File: src/include/trig_seq_map.vh
// register offsets, field codes, reset values and timing counts of the trigger sequencer
`ifndef TRIG_SEQ_MAP_VH
`define TRIG_SEQ_MAP_VH
// ==========================================
// register byte offsets
`define OFS_CTRL 8'h00
`define OFS_STATUS 8'h04
`define OFS_PORT_CFG 8'h08
`define OFS_STYLE 8'h0c
`define OFS_HOLD 8'h10
`define OFS_DELAY 8'h14
`define OFS_STEP_DELAY 8'h18
`define OFS_SRC_TRIG_DELAY 8'h1c
`define OFS_MEAS_TRIG_DELAY 8'h20
`define OFS_SRE 8'h24
`define OFS_PROGRAM 8'h28
`define OFS_COMMAND 8'h2c
`define OFS_SWEEP_STEPS 8'h30
// ==========================================
// port config word: [7:0] port number (signed), [9:8] direction, [11:10] polarity, [13:12] type
`define PORT_MAIN_IN 8'hff
`define PORT_MAIN_OUT 8'hfe
`define DIR_INPUT 2'h1
`define DIR_OUTPUT 2'h2
`define POL_POSITIVE 2'h1
`define POL_NEGATIVE 2'h2
`define TYPE_MEAS 2'h1
`define TYPE_SETUP 2'h2
`define TYPE_STEP 2'h3
`define STYLE_EDGE 2'h1
`define STYLE_GATE 2'h2
// ==========================================
// control register fields
`define CTRL_EXT_START_BIT 0
`define CTRL_MODE_LO 1
`define CTRL_MODE_HI 2
`define CTRL_FIRST_TRIG_BIT 3
`define MODE_SPOT 2'h1
`define MODE_SWEEP 2'h2
`define MODE_HS_SPOT 2'h3
// command register bits
`define CMD_START_BIT 0
`define CMD_RESET_BIT 1
`define CMD_CLEAR_BIT 2
`define CMD_ERASE_BIT 3
// ==========================================
// reset values
`define SRE_RESET 8'h40
`define STYLE_RESET 6'h15
// ==========================================
// timing
`define CLK_MHZ 200
`define PULSE_US 10
`define PULSE_CYCLES (`PULSE_US * `CLK_MHZ)
`define MEAS_CYCLES 16
`endif

File: src/logic/trig_in_detect.v
// synchroniser and polarity edge detector for one trigger input
`timescale 1ns/100ps
module trig_in_detect (
    input wire clk,
    input wire rst,
    input wire level_in,
    input wire negative_in,
    output reg pulse_out
);
    reg sync_a;
    reg sync_b;
    reg prev;
    // ==========================================
    // two flops then edge compare on the second stage only
    always @(posedge clk or posedge rst) begin
        if (rst) begin
            sync_a <= 1'b0;
            sync_b <= 1'b0;
            prev <= 1'b0;
            pulse_out <= 1'b0;
        end else begin
            sync_a <= level_in;
            sync_b <= sync_a;
            prev <= sync_b;
            pulse_out <= negative_in ? (prev & ~sync_b) : (~prev & sync_b); // [RULE_24]
        end
    end
endmodule

File: src/logic/trig_sequencer.v
// measurement trigger sequencer with axi4-lite register access
// Function
// RULE_01: external start mode waits for a negative main-input trigger before measuring.
// RULE_02: completed measurement gives negative edge on main output and data ready.
// RULE_03: external trigger start is ignored in high speed spot mode.
// RULE_04: positive gate output goes active when measurement starts.
// RULE_05: gate output returns low at completion, then data becomes available.
// RULE_06: port config holds port number, direction, polarity, type in order.
// RULE_07: trigger types 1,2,3 mean measurement, step setup, step measurement.
// RULE_08: output style 1 selects edge pulse, 2 selects gate level.
// RULE_09: sweep begins only on the start-measurement input trigger (code: the start command also begins it while CTRL_EXT_START_BIT is clear).
// RULE_10: setup trigger waits source trigger delay then emits setup completion.
// RULE_11: first setup trigger during hold time is deferred until hold ends.
// RULE_12: step trigger waits measurement delay, measures, emits step completion.
// RULE_13: step trigger during delay time is deferred until delay ends.
// RULE_14: later setup triggers change source, wait, emit; deferred within step delay.
// RULE_15: sweep end emits step completion, measurement completion, then data ready.
// RULE_16: five timing intervals: hold, delay, step delay, source and measure delays.
// RULE_17: default setup condition needs an input trigger for the first step too.
// RULE_18: power-up, reset command and device clear restore initial settings.
// RULE_19: program memory survives reset command and clear; only erase clears it (code: RESET_IN also clears it).
// RULE_20: defaults: main in starts, main out completes, digital lines cleared.
// RULE_21: all output styles default to edge pulse.
// RULE_22: status byte enable mask defaults to bit 6 only.
// RULE_23: default completion edge is a negative pulse of about ten microseconds.
// RULE_24: inputs are synchronised and edge detected per configured polarity.
`timescale 1ns/100ps
`include "trig_seq_map.vh"
module trig_sequencer #(
    parameter NUM_LINES = 16,
    parameter PULSE_CYCLES = `PULSE_CYCLES
) (
    input wire CLK_IN,
    input wire RESET_IN,
    input wire [7:0] S_AXI_AWADDR_IN,
    input wire S_AXI_AWVALID_IN,
    output reg S_AXI_AWREADY_OUT,
    input wire [31:0] S_AXI_WDATA_IN,
    input wire [3:0] S_AXI_WSTRB_IN,
    input wire S_AXI_WVALID_IN,
    output reg S_AXI_WREADY_OUT,
    output reg [1:0] S_AXI_BRESP_OUT,
    output reg S_AXI_BVALID_OUT,
    input wire S_AXI_BREADY_IN,
    input wire [7:0] S_AXI_ARADDR_IN,
    input wire S_AXI_ARVALID_IN,
    output reg S_AXI_ARREADY_OUT,
    output reg [31:0] S_AXI_RDATA_OUT,
    output reg [1:0] S_AXI_RRESP_OUT,
    output reg S_AXI_RVALID_OUT,
    input wire S_AXI_RREADY_IN,
    input wire MAIN_TRIG_IN,
    output reg MAIN_TRIG_OUT,
    input wire [NUM_LINES-1:0] DIGITAL_LINE_IN,
    output reg [NUM_LINES-1:0] DIGITAL_LINE_OUT,
    output reg [NUM_LINES-1:0] DIGITAL_LINE_OE_OUT,
    output reg DATA_READY_OUT
);
    localparam NP = NUM_LINES + 2;
    localparam S_IDLE = 8'h01, S_ARM = 8'h02, S_HOLD = 8'h04, S_SETUP = 8'h08;
    localparam S_STEPW = 8'h10, S_MEAS = 8'h20, S_DONE = 8'h40, S_WAIT = 8'h80;
    // ==========================================
    // register storage; index 0 main in, 1 main out, 2.. digital lines
    reg [3:0] ctrl;
    reg [31:0] t_hold, t_delay, t_step, t_src, t_meas;
    reg [7:0] sre;
    reg [5:0] style; // [1:0] completion, [3:2] setup, [5:4] step
    reg [31:0] program_word;
    reg [15:0] sweep_steps;
    reg [13:0] port_cfg [0:NP-1];
    reg [7:0] state;
    reg [31:0] timer;
    reg [15:0] step_cnt;
    reg setup_pend, step_pend, first_step;
    reg [31:0] pulse_cnt [0:2];
    reg [2:0] gate_on;
    reg [7:0] aw_addr;
    reg aw_have, w_have;
    reg [31:0] w_data;
    reg [3:0] w_strb;
    wire [NP-1:0] in_level = {DIGITAL_LINE_IN, 1'b0, MAIN_TRIG_IN};
    wire [NP-1:0] in_pulse;
    reg [2:0] emit;
    reg soft_start;
    // ==========================================
    // field decoders: is_active_in for inputs, pick_style for outputs
    function is_active_in;
        input [13:0] c;
        input [1:0] ty;
        begin
            is_active_in = (c[9:8] == `DIR_INPUT) && (c[13:12] == ty); // [RULE_06] [RULE_07]
        end
    endfunction
    function [1:0] pick_style;
        input [5:0] s;
        input [1:0] ty;
        begin
            pick_style = (ty == `TYPE_MEAS) ? s[1:0] : (ty == `TYPE_SETUP) ? s[3:2] : s[5:4];
        end
    endfunction
    // ==========================================
    // one detector per trigger input
    genvar g;
    generate
        for (g = 0; g < NP; g = g + 1) begin : det
            trig_in_detect u_det (
                .clk(CLK_IN),
                .rst(RESET_IN),
                .level_in(in_level[g]),
                .negative_in(port_cfg[g][11:10] == `POL_NEGATIVE),
                .pulse_out(in_pulse[g])
            );
        end
    endgenerate
    // gather input events by trigger type
    reg [3:1] ev;
    integer i;
    always @* begin
        ev = 3'h0;
        for (i = 0; i < NP; i = i + 1) begin
            if (in_pulse[i] && is_active_in(port_cfg[i], `TYPE_MEAS)) ev[1] = 1'b1;
            if (in_pulse[i] && is_active_in(port_cfg[i], `TYPE_SETUP)) ev[2] = 1'b1;
            if (in_pulse[i] && is_active_in(port_cfg[i], `TYPE_STEP)) ev[3] = 1'b1;
        end
    end
    wire aw_go = aw_have && w_have && !S_AXI_BVALID_OUT;
    wire [31:0] cmd = (aw_go && aw_addr == `OFS_COMMAND) ? w_data : 32'h0;
    wire reinit = cmd[`CMD_RESET_BIT] | cmd[`CMD_CLEAR_BIT];
    wire hs_spot = ctrl[`CTRL_MODE_HI:`CTRL_MODE_LO] == `MODE_HS_SPOT;
    wire sweep = ctrl[`CTRL_MODE_HI:`CTRL_MODE_LO] == `MODE_SWEEP;
    // ==========================================
    // axi write channel and register writes; reinit restores defaults except program memory
    integer k;
    always @(posedge CLK_IN or posedge RESET_IN) begin
        if (RESET_IN) begin
            S_AXI_AWREADY_OUT <= 1'b0;
            S_AXI_WREADY_OUT <= 1'b0;
            S_AXI_BVALID_OUT <= 1'b0;
            S_AXI_BRESP_OUT <= 2'h0;
            aw_have <= 1'b0;
            w_have <= 1'b0;
            aw_addr <= 8'h00;
            w_data <= 32'h0;
            w_strb <= 4'h0;
            program_word <= 32'h0;
        end else begin
            S_AXI_AWREADY_OUT <= !aw_have && !S_AXI_AWREADY_OUT;
            S_AXI_WREADY_OUT <= !w_have && !S_AXI_WREADY_OUT;
            if (S_AXI_AWVALID_IN && S_AXI_AWREADY_OUT) begin
                aw_have <= 1'b1;
                aw_addr <= S_AXI_AWADDR_IN;
                S_AXI_AWREADY_OUT <= 1'b0;
            end
            if (S_AXI_WVALID_IN && S_AXI_WREADY_OUT) begin
                w_have <= 1'b1;
                w_data <= S_AXI_WDATA_IN;
                w_strb <= S_AXI_WSTRB_IN;
                S_AXI_WREADY_OUT <= 1'b0;
            end
            if (aw_go) begin
                aw_have <= 1'b0;
                w_have <= 1'b0;
                S_AXI_BVALID_OUT <= 1'b1;
                S_AXI_BRESP_OUT <= (aw_addr >= `OFS_PORT_CFG + 8'h40 + NP * 4) ? 2'h2 : 2'h0;
                if (aw_addr == `OFS_PROGRAM && w_strb != 4'h0) program_word <= w_data;
                if (cmd[`CMD_ERASE_BIT]) program_word <= 32'h0; // [RULE_19]
            end
            if (S_AXI_BVALID_OUT && S_AXI_BREADY_IN) S_AXI_BVALID_OUT <= 1'b0;
        end
    end
    // configuration registers
    always @(posedge CLK_IN or posedge RESET_IN) begin
        if (RESET_IN) begin
            ctrl <= 4'h0;
            sre <= `SRE_RESET; // [RULE_22]
            style <= `STYLE_RESET; // [RULE_21]
            {t_hold, t_delay, t_step, t_src, t_meas} <= 160'h0;
            sweep_steps <= 16'h0001;
            soft_start <= 1'b0;
            for (k = 0; k < NP; k = k + 1) port_cfg[k] <= 14'h0;
            port_cfg[0] <= {`TYPE_MEAS, `POL_NEGATIVE, `DIR_INPUT, `PORT_MAIN_IN}; // [RULE_20]
            port_cfg[1] <= {`TYPE_MEAS, `POL_NEGATIVE, `DIR_OUTPUT, `PORT_MAIN_OUT};
        end else if (reinit) begin
            ctrl <= 4'h0; // [RULE_18] [RULE_17]
            sre <= `SRE_RESET;
            style <= `STYLE_RESET;
            {t_hold, t_delay, t_step, t_src, t_meas} <= 160'h0;
            sweep_steps <= 16'h0001;
            soft_start <= 1'b0;
            for (k = 2; k < NP; k = k + 1) port_cfg[k] <= 14'h0;
            port_cfg[0] <= {`TYPE_MEAS, `POL_NEGATIVE, `DIR_INPUT, `PORT_MAIN_IN};
            port_cfg[1] <= {`TYPE_MEAS, `POL_NEGATIVE, `DIR_OUTPUT, `PORT_MAIN_OUT};
        end else begin
            soft_start <= cmd[`CMD_START_BIT];
            if (aw_go) begin
                case (aw_addr)
                    `OFS_CTRL: ctrl <= w_data[3:0];
                    `OFS_STYLE: style <= w_data[5:0]; // [RULE_08]
                    `OFS_HOLD: t_hold <= w_data; // [RULE_16]
                    `OFS_DELAY: t_delay <= w_data;
                    `OFS_STEP_DELAY: t_step <= w_data;
                    `OFS_SRC_TRIG_DELAY: t_src <= w_data;
                    `OFS_MEAS_TRIG_DELAY: t_meas <= w_data;
                    `OFS_SRE: sre <= w_data[7:0];
                    `OFS_SWEEP_STEPS: sweep_steps <= w_data[15:0];
                    default: begin
                        for (k = 0; k < NP; k = k + 1)
                            if (aw_addr == `OFS_PORT_CFG + 8'h40 + k * 4) port_cfg[k] <= w_data[13:0]; // [RULE_06]
                    end
                endcase
            end
        end
    end
    // ==========================================
    // axi read channel
    reg [31:0] rd_val;
    integer r;
    always @* begin
        rd_val = 32'h0;
        case (S_AXI_ARADDR_IN)
            `OFS_CTRL: rd_val = {28'h0, ctrl};
            `OFS_STATUS: rd_val = {step_cnt, 8'h0, state};
            `OFS_STYLE: rd_val = {26'h0, style};
            `OFS_HOLD: rd_val = t_hold;
            `OFS_DELAY: rd_val = t_delay;
            `OFS_STEP_DELAY: rd_val = t_step;
            `OFS_SRC_TRIG_DELAY: rd_val = t_src;
            `OFS_MEAS_TRIG_DELAY: rd_val = t_meas;
            `OFS_SRE: rd_val = {24'h0, sre};
            `OFS_PROGRAM: rd_val = program_word;
            `OFS_SWEEP_STEPS: rd_val = {16'h0, sweep_steps};
            default: begin
                for (r = 0; r < NP; r = r + 1)
                    if (S_AXI_ARADDR_IN == `OFS_PORT_CFG + 8'h40 + r * 4) rd_val = {18'h0, port_cfg[r]};
            end
        endcase
    end
    always @(posedge CLK_IN or posedge RESET_IN) begin
        if (RESET_IN) begin
            S_AXI_ARREADY_OUT <= 1'b0;
            S_AXI_RVALID_OUT <= 1'b0;
            S_AXI_RDATA_OUT <= 32'h0;
            S_AXI_RRESP_OUT <= 2'h0;
        end else begin
            S_AXI_ARREADY_OUT <= !S_AXI_RVALID_OUT && !S_AXI_ARREADY_OUT;
            if (S_AXI_ARVALID_IN && S_AXI_ARREADY_OUT) begin
                S_AXI_ARREADY_OUT <= 1'b0;
                S_AXI_RVALID_OUT <= 1'b1;
                S_AXI_RDATA_OUT <= rd_val;
                S_AXI_RRESP_OUT <= 2'h0;
            end
            if (S_AXI_RVALID_OUT && S_AXI_RREADY_IN) S_AXI_RVALID_OUT <= 1'b0;
        end
    end
    // ==========================================
    // sequencer; early triggers are latched as pending and served when the wait ends
    wire start_ev = ctrl[`CTRL_EXT_START_BIT] ? (ev[1] && !hs_spot) : soft_start; // [RULE_01] [RULE_03]
    always @(posedge CLK_IN or posedge RESET_IN) begin
        if (RESET_IN) begin
            state <= S_IDLE;
            timer <= 32'h0;
            step_cnt <= 16'h0;
            setup_pend <= 1'b0;
            step_pend <= 1'b0;
            first_step <= 1'b0;
            emit <= 3'h0;
            gate_on <= 3'h0;
            DATA_READY_OUT <= 1'b0;
        end else if (reinit) begin
            state <= S_IDLE;
            emit <= 3'h0;
            gate_on <= 3'h0;
            setup_pend <= 1'b0;
            step_pend <= 1'b0;
            DATA_READY_OUT <= 1'b0;
        end else begin
            emit <= 3'h0;
            if (timer != 32'h0) timer <= timer - 32'h1;
            case (state)
                S_IDLE: begin
                    if (start_ev) begin // [RULE_09]
                        DATA_READY_OUT <= 1'b0;
                        gate_on[0] <= 1'b1; // [RULE_04]
                        step_cnt <= 16'h0;
                        first_step <= 1'b1;
                        setup_pend <= 1'b0;
                        step_pend <= 1'b0;
                        timer <= sweep ? t_hold : `MEAS_CYCLES;
                        state <= sweep ? S_HOLD : S_MEAS;
                    end
                end
                S_HOLD: begin
                    // setup trigger waits out hold (first) or step delay (later)
                    if (timer == 32'h0 && (setup_pend || (first_step && ctrl[`CTRL_FIRST_TRIG_BIT]))) begin
                        setup_pend <= 1'b0; // [RULE_11] [RULE_14] [RULE_17]
                        timer <= t_src;
                        gate_on[1] <= 1'b1;
                        state <= S_SETUP;
                    end
                end
                S_SETUP: begin
                    if (timer == 32'h0) begin
                        emit[1] <= 1'b1; // [RULE_10]
                        gate_on[1] <= 1'b0;
                        timer <= first_step ? t_delay : 32'h0;
                        first_step <= 1'b0;
                        state <= S_STEPW;
                    end
                end
                S_STEPW: begin
                    if (timer == 32'h0 && step_pend) begin
                        step_pend <= 1'b0; // [RULE_13]
                        timer <= t_meas;
                        state <= S_WAIT;
                    end
                end
                S_WAIT: begin
                    if (timer == 32'h0) begin
                        timer <= `MEAS_CYCLES;
                        gate_on[2] <= 1'b1;
                        state <= S_MEAS; // [RULE_12]
                    end
                end
                S_MEAS: begin
                    if (timer == 32'h0) begin
                        if (sweep) begin
                            emit[2] <= 1'b1; // [RULE_12] [RULE_15]
                            gate_on[2] <= 1'b0;
                            step_cnt <= step_cnt + 16'h1;
                            timer <= t_step;
                            state <= (step_cnt + 16'h1 >= sweep_steps) ? S_DONE : S_HOLD;
                        end else begin
                            emit[0] <= 1'b1; // [RULE_02]
                            gate_on[0] <= 1'b0; // [RULE_05]
                            state <= S_DONE;
                        end
                    end
                end
                S_DONE: begin
                    // completion goes out one cycle after the last step completion
                    if (sweep && !emit[0] && gate_on[0]) begin
                        emit[0] <= 1'b1; // [RULE_15]
                        gate_on[0] <= 1'b0;
                    end else begin
                        DATA_READY_OUT <= 1'b1; // [RULE_05] [RULE_15]
                        state <= S_IDLE;
                    end
                end
                default: state <= S_IDLE;
            endcase
            if (ev[2] && sweep) setup_pend <= 1'b1;
            if (ev[3] && sweep) step_pend <= 1'b1;
        end
    end
    // ==========================================
    // output pulse stretchers, one per completion type
    genvar t;
    generate
        for (t = 0; t < 3; t = t + 1) begin : pls
            always @(posedge CLK_IN or posedge RESET_IN) begin
                if (RESET_IN) pulse_cnt[t] <= 32'h0;
                else if (emit[t]) pulse_cnt[t] <= PULSE_CYCLES; // [RULE_23]
                else if (pulse_cnt[t] != 32'h0) pulse_cnt[t] <= pulse_cnt[t] - 32'h1;
            end
        end
    endgenerate
    // per-port active level then polarity; inactive ports sit at their idle level
    reg [NP-1:0] next_out;
    reg act;
    integer p;
    always @* begin
        next_out = {NP{1'b0}};
        act = 1'b0;
        for (p = 0; p < NP; p = p + 1) begin
            act = 1'b0;
            if (port_cfg[p][9:8] == `DIR_OUTPUT && port_cfg[p][13:12] != 2'h0) begin
                if (pick_style(style, port_cfg[p][13:12]) == `STYLE_GATE)
                    act = gate_on[port_cfg[p][13:12] - 2'h1]; // [RULE_04] [RULE_05]
                else
                    act = pulse_cnt[port_cfg[p][13:12] - 2'h1] != 32'h0;
            end
            next_out[p] = (port_cfg[p][11:10] == `POL_NEGATIVE) ? ~act : act; // [RULE_02]
        end
    end
    integer q;
    always @(posedge CLK_IN or posedge RESET_IN) begin
        if (RESET_IN) begin
            MAIN_TRIG_OUT <= 1'b1;
            DIGITAL_LINE_OUT <= {NUM_LINES{1'b0}};
            DIGITAL_LINE_OE_OUT <= {NUM_LINES{1'b0}};
        end else begin
            MAIN_TRIG_OUT <= next_out[1];
            DIGITAL_LINE_OUT <= next_out[NP-1:2];
            for (q = 0; q < NUM_LINES; q = q + 1)
                DIGITAL_LINE_OE_OUT[q] <= port_cfg[q + 2][9:8] == `DIR_OUTPUT;
        end
    end
endmodule

File: config.mk
export PLATFORM = sky130hd
export DESIGN_NAME = trig_sequencer
export DESIGN_NICKNAME = d
export VERILOG_FILES = /design/src/logic/trig_in_detect.v /design/src/logic/trig_sequencer.v
export VERILOG_INCLUDE_DIRS = /design/src /design/src/include
export SDC_FILE = /design/constraint.sdc
export NUM_CORES = 2
export LEC_CHECK = 0
export ABC_CLOCK_PERIOD_IN_PS = 27800
export BUFFER_PORTS_ARGS = -buffer_cell sky130_fd_sc_hd__buf_2
export CAP_MARGIN = 10
export CELL_PAD_IN_SITES_DETAIL_PLACEMENT = 0
export CELL_PAD_IN_SITES_GLOBAL_PLACEMENT = 1
export CORE_MARGIN = 2
export CORE_UTILIZATION = 49
export CTS_CLUSTER_DIAMETER = 80
export DETAILED_ROUTE_END_ITERATION = 7
export PLACE_DENSITY_LB_ADDON = 0.3
export SYNTH_ARGS = -nofsm -noshare
export SYNTH_HDL_FRONTEND = slang
export SYNTH_SLANG_ARGS = --single-unit
File: constraint.sdc
create_clock -name CLK_IN -period 27.8 [get_ports CLK_IN]
set_input_delay 1.39 -clock CLK_IN [delete_from_list [all_inputs] [get_ports CLK_IN]]
set_output_delay 1.39 -clock CLK_IN [all_outputs]
set_load 0.02 [all_outputs]
# Yosys cells after proc, flatten, opt, wreduce, memory -nomap -nowiden
# Cells that the tools add are included.
[word_totals]
reg_bits = 827
input_bits = 76
output_inout_bits = 75
word_cells = 1158
[op_classes]
n_addsub = 22
order_cmp = 36
n_eq_ne = 206
mux = 391
bitwise_logic = 104
reduce_logical = 273
[ops]
columns = ["cell", "n"]
rows = [
  ["2-to-1 mux 32 bit", 84],
  ["binary-select mux 32 bit (select 2 bit)", 17],
  ["2-to-1 mux 252 bit", 3],
  ["nonzero test 32 bit", 21],
  ["one-hot mux 32 bit (11 select lines)", 1],
  ["2-to-1 mux 14 bit", 19],
  ["== test 8 x 7 -> 1 bit (second input constant)", 29],
  ["one-hot mux 32 bit (6 select lines)", 1],
  ["== test 2 bit (second input constant)", 89],
  ["2-to-1 mux 1 bit", 175],
  ["logical AND 1 bit", 139],
  ["subtractor 32 x 1 -> 32 bit (second input constant)", 4],
  ["nonzero test 2 bit", 55],
  ["2-to-1 mux 16 bit", 6],
  ["2-to-1 mux 8 bit", 11],
  ["== test 8 x 6 -> 1 bit (second input constant)", 10],
  ["== test 8 x 5 -> 1 bit (second input constant)", 9],
  ["== test 8 bit (second input constant)", 9],
  ["== test 2 x 1 -> 1 bit (second input constant)", 35],
  ["2-to-1 mux 2 bit", 35],
  ["AND reduction 3 bit", 22],
  ["one-hot mux 8 bit (7 select lines)", 1],
  ["NOT 1 bit", 52],
  [">= comparator 3 bit (second input constant)", 17],
  ["other kinds (34)", 188],
]

# Logic depth before layout (Yosys ltp)
[logic_depth]
word_depth = 26
mapped_depth = 14
depth_no_buf = 14

# By module
# Synthesis repeated with hierarchy kept, for this count alone.
[hier_totals]
cells_unflattened = 4637
hier_area_um2 = 42793.5
[by_module_without_submodules]
columns = ["mod", "n_inst", "cells_each", "area_each_um2", "seq_area_each_um2"]
rows = [
  ["trig_sequencer", 1, 4493, 40518.9, 18978.2],
  ["trig_in_detect", 18, 8, 126.4, 100.1],
]

# Worst setup path after synthesis
# OpenSTA, ideal clock, no wires.
[synth_timing]
kind = "input port to flip-flop"
startpoint = "in S_AXI_ARADDR_IN[1]"
endpoint = "reg S_AXI_RDATA_OUT[0]"
setup_time_ns = 0.082
arrival_time_ns = 3.697
required_ns = 27.718
setup_slack_ns = 24.021
path_stages = 8
path_buffers = 1
cell_sequence = "clkbuf_1 nor4b_1 a222oi_1 or4_1 a211oi_1 a221o_1 a31oi_1 a31oi_1"
[synth_via]
elab_chain_len = 20
elab_cells_between_ends = 48
cone_classes = "28 x eq/ne; 19 x mux; 1 x reduce/logical"
[synth_rtl]
columns = ["element", "line_no", "rtl"]
rows = [
  ["from (decl)", "trig_sequencer.v:45", "input wire [7:0] S_AXI_ARADDR_IN,"],
  ["== test 8 x 7 -> 1 bit", "trig_sequencer.v:234", "if (S_AXI_ARADDR_IN == `OFS_PORT_CFG + 8'h40 + r * 4) rd_val = {18'h0, port_cfg[r]};"],
  ["2-to-1 mux 14 bit", "trig_sequencer.v:234", ""],
  ["2-to-1 mux 32 bit (17 in a row)", "trig_sequencer.v:234", ""],
  ["one-hot mux 32 bit (11 select lines) *", "trig_sequencer.v:220", "case (S_AXI_ARADDR_IN)"],
  ["to (signal assigned)", "trig_sequencer.v:249", "S_AXI_RDATA_OUT <= rd_val;"],
  ["to (decl)", "trig_sequencer.v:48", "output reg [31:0] S_AXI_RDATA_OUT,"],
]
# Mark *: on every way between the ends. The rest lies on a longest branch, timed or not.
# A chain may end at the register's enable or synchronous reset.

# Worst setup path in the final report
[layout_timing]
startpoint = "reg timer[20]"
endpoint = "reg timer[28]"
[layout_via]
elab_chain_len = 5
elab_cells_between_ends = 14
cone_classes = "1 x add/sub; 9 x mux; 4 x reduce/logical"
[layout_rtl]
columns = ["element", "line_no", "rtl"]
rows = [
  ["from (decl)", "trig_sequencer.v:72", "reg [31:0] timer;"],
  ["from (signal assigned)", "trig_sequencer.v:278", "if (timer != 32'h0) timer <= timer - 32'h1;"],
  ["from (signal assigned)", "trig_sequencer.v:288", "timer <= sweep ? t_hold : `MEAS_CYCLES;"],
  ["from (signal assigned)", "trig_sequencer.v:296", "timer <= t_src;"],
  ["subtractor 32 x 1 -> 32 bit or nonzero test 32 bit (tied branches)", "trig_sequencer.v:278", ""],
  ["2-to-1 mux 32 bit", "trig_sequencer.v:278", ""],
  ["2-to-1 mux 32 bit", "trig_sequencer.v:326", "if (sweep) begin"],
  ["2-to-1 mux 32 bit", "trig_sequencer.v:325", "if (timer == 32'h0) begin"],
  ["one-hot mux 32 bit (6 select lines) *", "trig_sequencer.v:279", "case (state)"],
]
# Marked as above.

==> impl_metrics.py <==
metrics = {
    "status": {
        "run_status": "complete, but fails checks",
        "violated_checks": "DRC",
    },
    "global_routing": {
        "globalRouteTotalUtil_pct": 35.4,
        "initial_antenna_violation_count": 6,
        "grt_pass1_wl_um": 236000,
        "grt_pass1_vias": 35200,
        "pin_count_of_the_biggest_net_entering_global_routing": 144,
        "gr-total-overflow": 0,
    },
    "sta": {
        "final_layout_setup_total_negative_slack_ps": 0,
        "report.final.slew_viol_count": 0,
        "fmax_mhz": 228,
        "worst_pin_slew_ps": 1240,
        "period_needed_ps": 4380,
        "final-hold-violation-count": 0,
        "setup_repair_after_global_routing_missed_its_margin": "false",
        "report.final.setup_viol": 0,
        "slew-limit-headroom_pct": 17.4,
        "min_period_over_period_pct": 15.7,
        "final_setup_skew_ps": 51.1,
    },
    "worst_setup_path": {
        "critical_path.max_fanout": 31,
        "critPathMaxStageDelay_ps": 830,
        "crit_path_top_delay_cell": "nor3_4",
        "regToRegEndpoint": "timer[28]",
        "timing.critical_path.from_type": "flop",
        "buf_inv_on_cp": 3,
        "timing.reg2reg.setup_slack_ps": 23420,
        "category_of_the_most_critical_setup_path": "flop to flop",
        "path_cells": "or4_4 -> or4_4 -> nor4_4 -> buf_4 -> inv_2 -> nor3_4 -> buf_4 -> a22oi_1 -> a31oi_1 -> a211o_1",
        "r2r-start": "timer[20]",
        "endpoint_kind": "flop",
        "cp.arrival_ps": 5000,
        "worst-endpoint-required_ps": 28420,
        "timing.critical_path.max_delay_family": "simple AND/OR/NAND/NOR gates",
        "r2r_cells": 10,
        "cp.depth": 10,
    },
    "clocking": {
        "clock_sinks": 825,
        "cts_repair_resize_count": 0,
        "hold_buffers": 0,
        "clock_slew_at_reported_path_ffs_ps": 60,
        "cts-root-buf": "clkbuf_16",
        "htree_num_levels": 3,
        "clock_tree.buffer_depth": 3,
        "numCtsBuffers": 91,
        "clk_latency_ps": 690,
        "tritoncts_clock_tree": "built",
        "postCtsSetupBuffers": 0,
    },
    "power": {
        "cellLeakagePower_nw": 20.3,
        "ir_drop_uv": 75.5,
        "pwr_density_cell_nw_per_um2": 94.2,
    },
    "yosys": {
        "synth.distinct_cells": 92,
        "flip_flop_cell_with_the_highest_count_after_synthesis": "dfrtp_1",
        "synthTopCellsByArea": "dfrtp_1, o21ai_0, nand2_1, ha_1, nor2_1",
        "synthCells": 4690,
        "synthesis.yosys.warnings": 0,
        "synth_enable_flop_cells": 0,
        "total_standard_cell_area_after_synthesis_um2": 42300,
        "share_of_the_yosys_chip_area_belonging_to_registers_pct": 48.9,
        "ys_seq_elements": 825,
        "synth.avg_cell_area_um2": 9.02,
        "synth.largest_area_cell": "dfrtp_1",
        "synthArstFlopShare_pct": 100,
        "yosysTopAreaCellShare_pct": 47.1,
    },
    "floorplanning": {
        "ios": 151,
        "die-height_um": 298,
        "die_area_um2": 88700,
        "std_cell_rows": 107,
        "die_width_um": 298,
        "initial_cell_density_of_the_core_pct": 49.5,
        "area_inside_the_core_boundary_um2": 85400,
    },
    "placement": {
        "gp_congestion": 0.999,
        "placed_cells_incl_taps": 5744,
        "place.port_buffers": 147,
        "place.detailed.hpwl_um": 114000,
    },
    "drt": {
        "top_layer": "met5",
        "ant_nets": 0,
        "detail_route.wirelength.met1_um": 68500,
        "drt_first_pass_iters": 8,
        "route.final.wire_length_um": 159000,
        "routedWlPerCell_um": 27.0,
        "num_vias": 37700,
        "routed-wl-met2_um": 67100,
        "drtIter0Drc": 4935,
        "detailed_route_wirelength_on_metal3_um": 18700,
        "routed_via_count_divided_by_cell_count": 6.38,
        "route.detailed.drc": 13,
    },
    "worst_hold_path": {
        "hold_path.class": "flop to flop",
        "min_path_cells": 0,
        "worstHoldStart": "det[13].u_det.sync_a",
        "hold_path_end": "det[13].u_det.sync_b",
    },
    "layout": {
        "drive_above_1_share_pct": 11.5,
        "multiInputGateArea_um2": 20200,
        "syn_to_final_growth_pct": 11.9,
        "most_common_cell_after_layout_fill_and_taps_aside": "nand2_1",
        "register_area_um2": 20700,
        "number_of_nets_in_the_layout": 4862,
        "most-common-layout-cells": "nand2_1, dfrtp_1, o21ai_0",
        "n_fill_cell": 7811,
        "post_layout_nonfiller_instances": 5913,
    },
    "run": {
        "maxCapViolations": 0,
    },
}
-- final cells by class --
type                    instances  area share [%]
multi-input cells            3449            42.7
clock inverters                38            1.18
diodes                          3          0.0159
flip-flops and latches        825            43.7
repair buffers                228            2.92
clock buffers                 125            5.63
inverters                     101           0.816
well taps                    1144            3.02
-- logic make-up after synthesis --
| logic type | count (synthesis) | synth area share, % |
|---|---|---|
| adders and majority gates | 91 | 2.68 |
| xor gates and xnor gates | 101 | 2.09 |
| AOI/OAI and AO/OA | 1416 | 20.8 |
| and+or+nand+nor | 1730 | 18.9 |
| muxes | 108 | 2.81 |
| DFF | 825 | 48.9 |
| other | 1 | 0.00886 |
| buffers and inverters | 418 | 3.82 |
-- worst register-to-register path: stages, from the launching register on --
cell,delay (ps)
dfrtp_1,460
or4_4,590
or4_4,450
nor4_4,250
buf_4,380
inv_2,110
nor3_4,830
buf_4,370
a22oi_1,130
a31oi_1,610
a211o_1,170
-- cell usage after synthesis, drive strengths merged (27+ instances only) --
library cell and n:
a211oi 27, a21oi 172, a221oi 68, a222oi 49
a22o 27, a22oi 100, a31oi 43, buf 35
clkbuf 282, dfrtp 797, dfstp 28, ha 90
inv 101, mux2 55, mux2i 50, nand2 871
nand2b 53, nand3 89, nand4 36, nor2 290
nor2b 36, nor3 80, nor4 72, o211ai 28
o21ai 712, o22ai 35, or3 37, or4 39
xnor2 61, xor2 40
-- where the power goes --
group | switching, mW | internal [mW] | total, mW
Sequential | 0.393 | 1.48 | 1.88
Clock | 0.525 | 0.777 | 1.30
Combinational | 0.856 | 0.426 | 1.28
-- routing by layer --
layer | global-route usage (%) | up-vias
li1 | - | 16900
met1 | 51.6 | 18500
met2 | 50.9 | 1985
met3 | 10.0 | 295
met4 | 10.9 | 2
met5 | 0 | -
-- worst max path at each step --
stage               startpoint                 endpoint
finish               timer[20]                timer[28]
CTS                   RESET_IN   DIGITAL_LINE_OE_OUT[0]
global route          RESET_IN   DIGITAL_LINE_OE_OUT[0]
global placement      RESET_IN            pulse_cnt[57]
detailed placement    RESET_IN  DIGITAL_LINE_OE_OUT[13]
floorplan             RESET_IN           DATA_READY_OUT
-- sequential cells by signal (all words and copies together) (netlist names), 17 cells and up --
signal and count:
S_AXI_RDATA_OUT 32, det.u_det.prev 17, det.u_det.pulse_out 17, det.u_det.sync_a 17, det.u_det.sync_b 17, port_cfg 238
program_word 32, pulse_cnt 96, t_delay 32, t_hold 32, t_meas 32, t_src 32
t_step 32, timer 32, w_data 32
-- per-stage QoR --
step | instance area, µm² | worst slack [ps] | power, mW | hold WS (ps) | util, %
final | 47400 | 23420 | 4.46 | 347 | 55.4
after detailed placement | 44100 | 22900 | 3.12 | 336 | 51.6
after global routing | 47300 | 23200 | 4.66 | 355 | 55.4
after floorplan | 42300 | 3280 | 2.56 | 331 | -
after CTS | 47300 | 23590 | 4.42 | 350 | 55.4
after global placement | 44100 | 22930 | 3.10 | 333 | 51.6
Note: power is estimated with default switching activity, not from simulation.
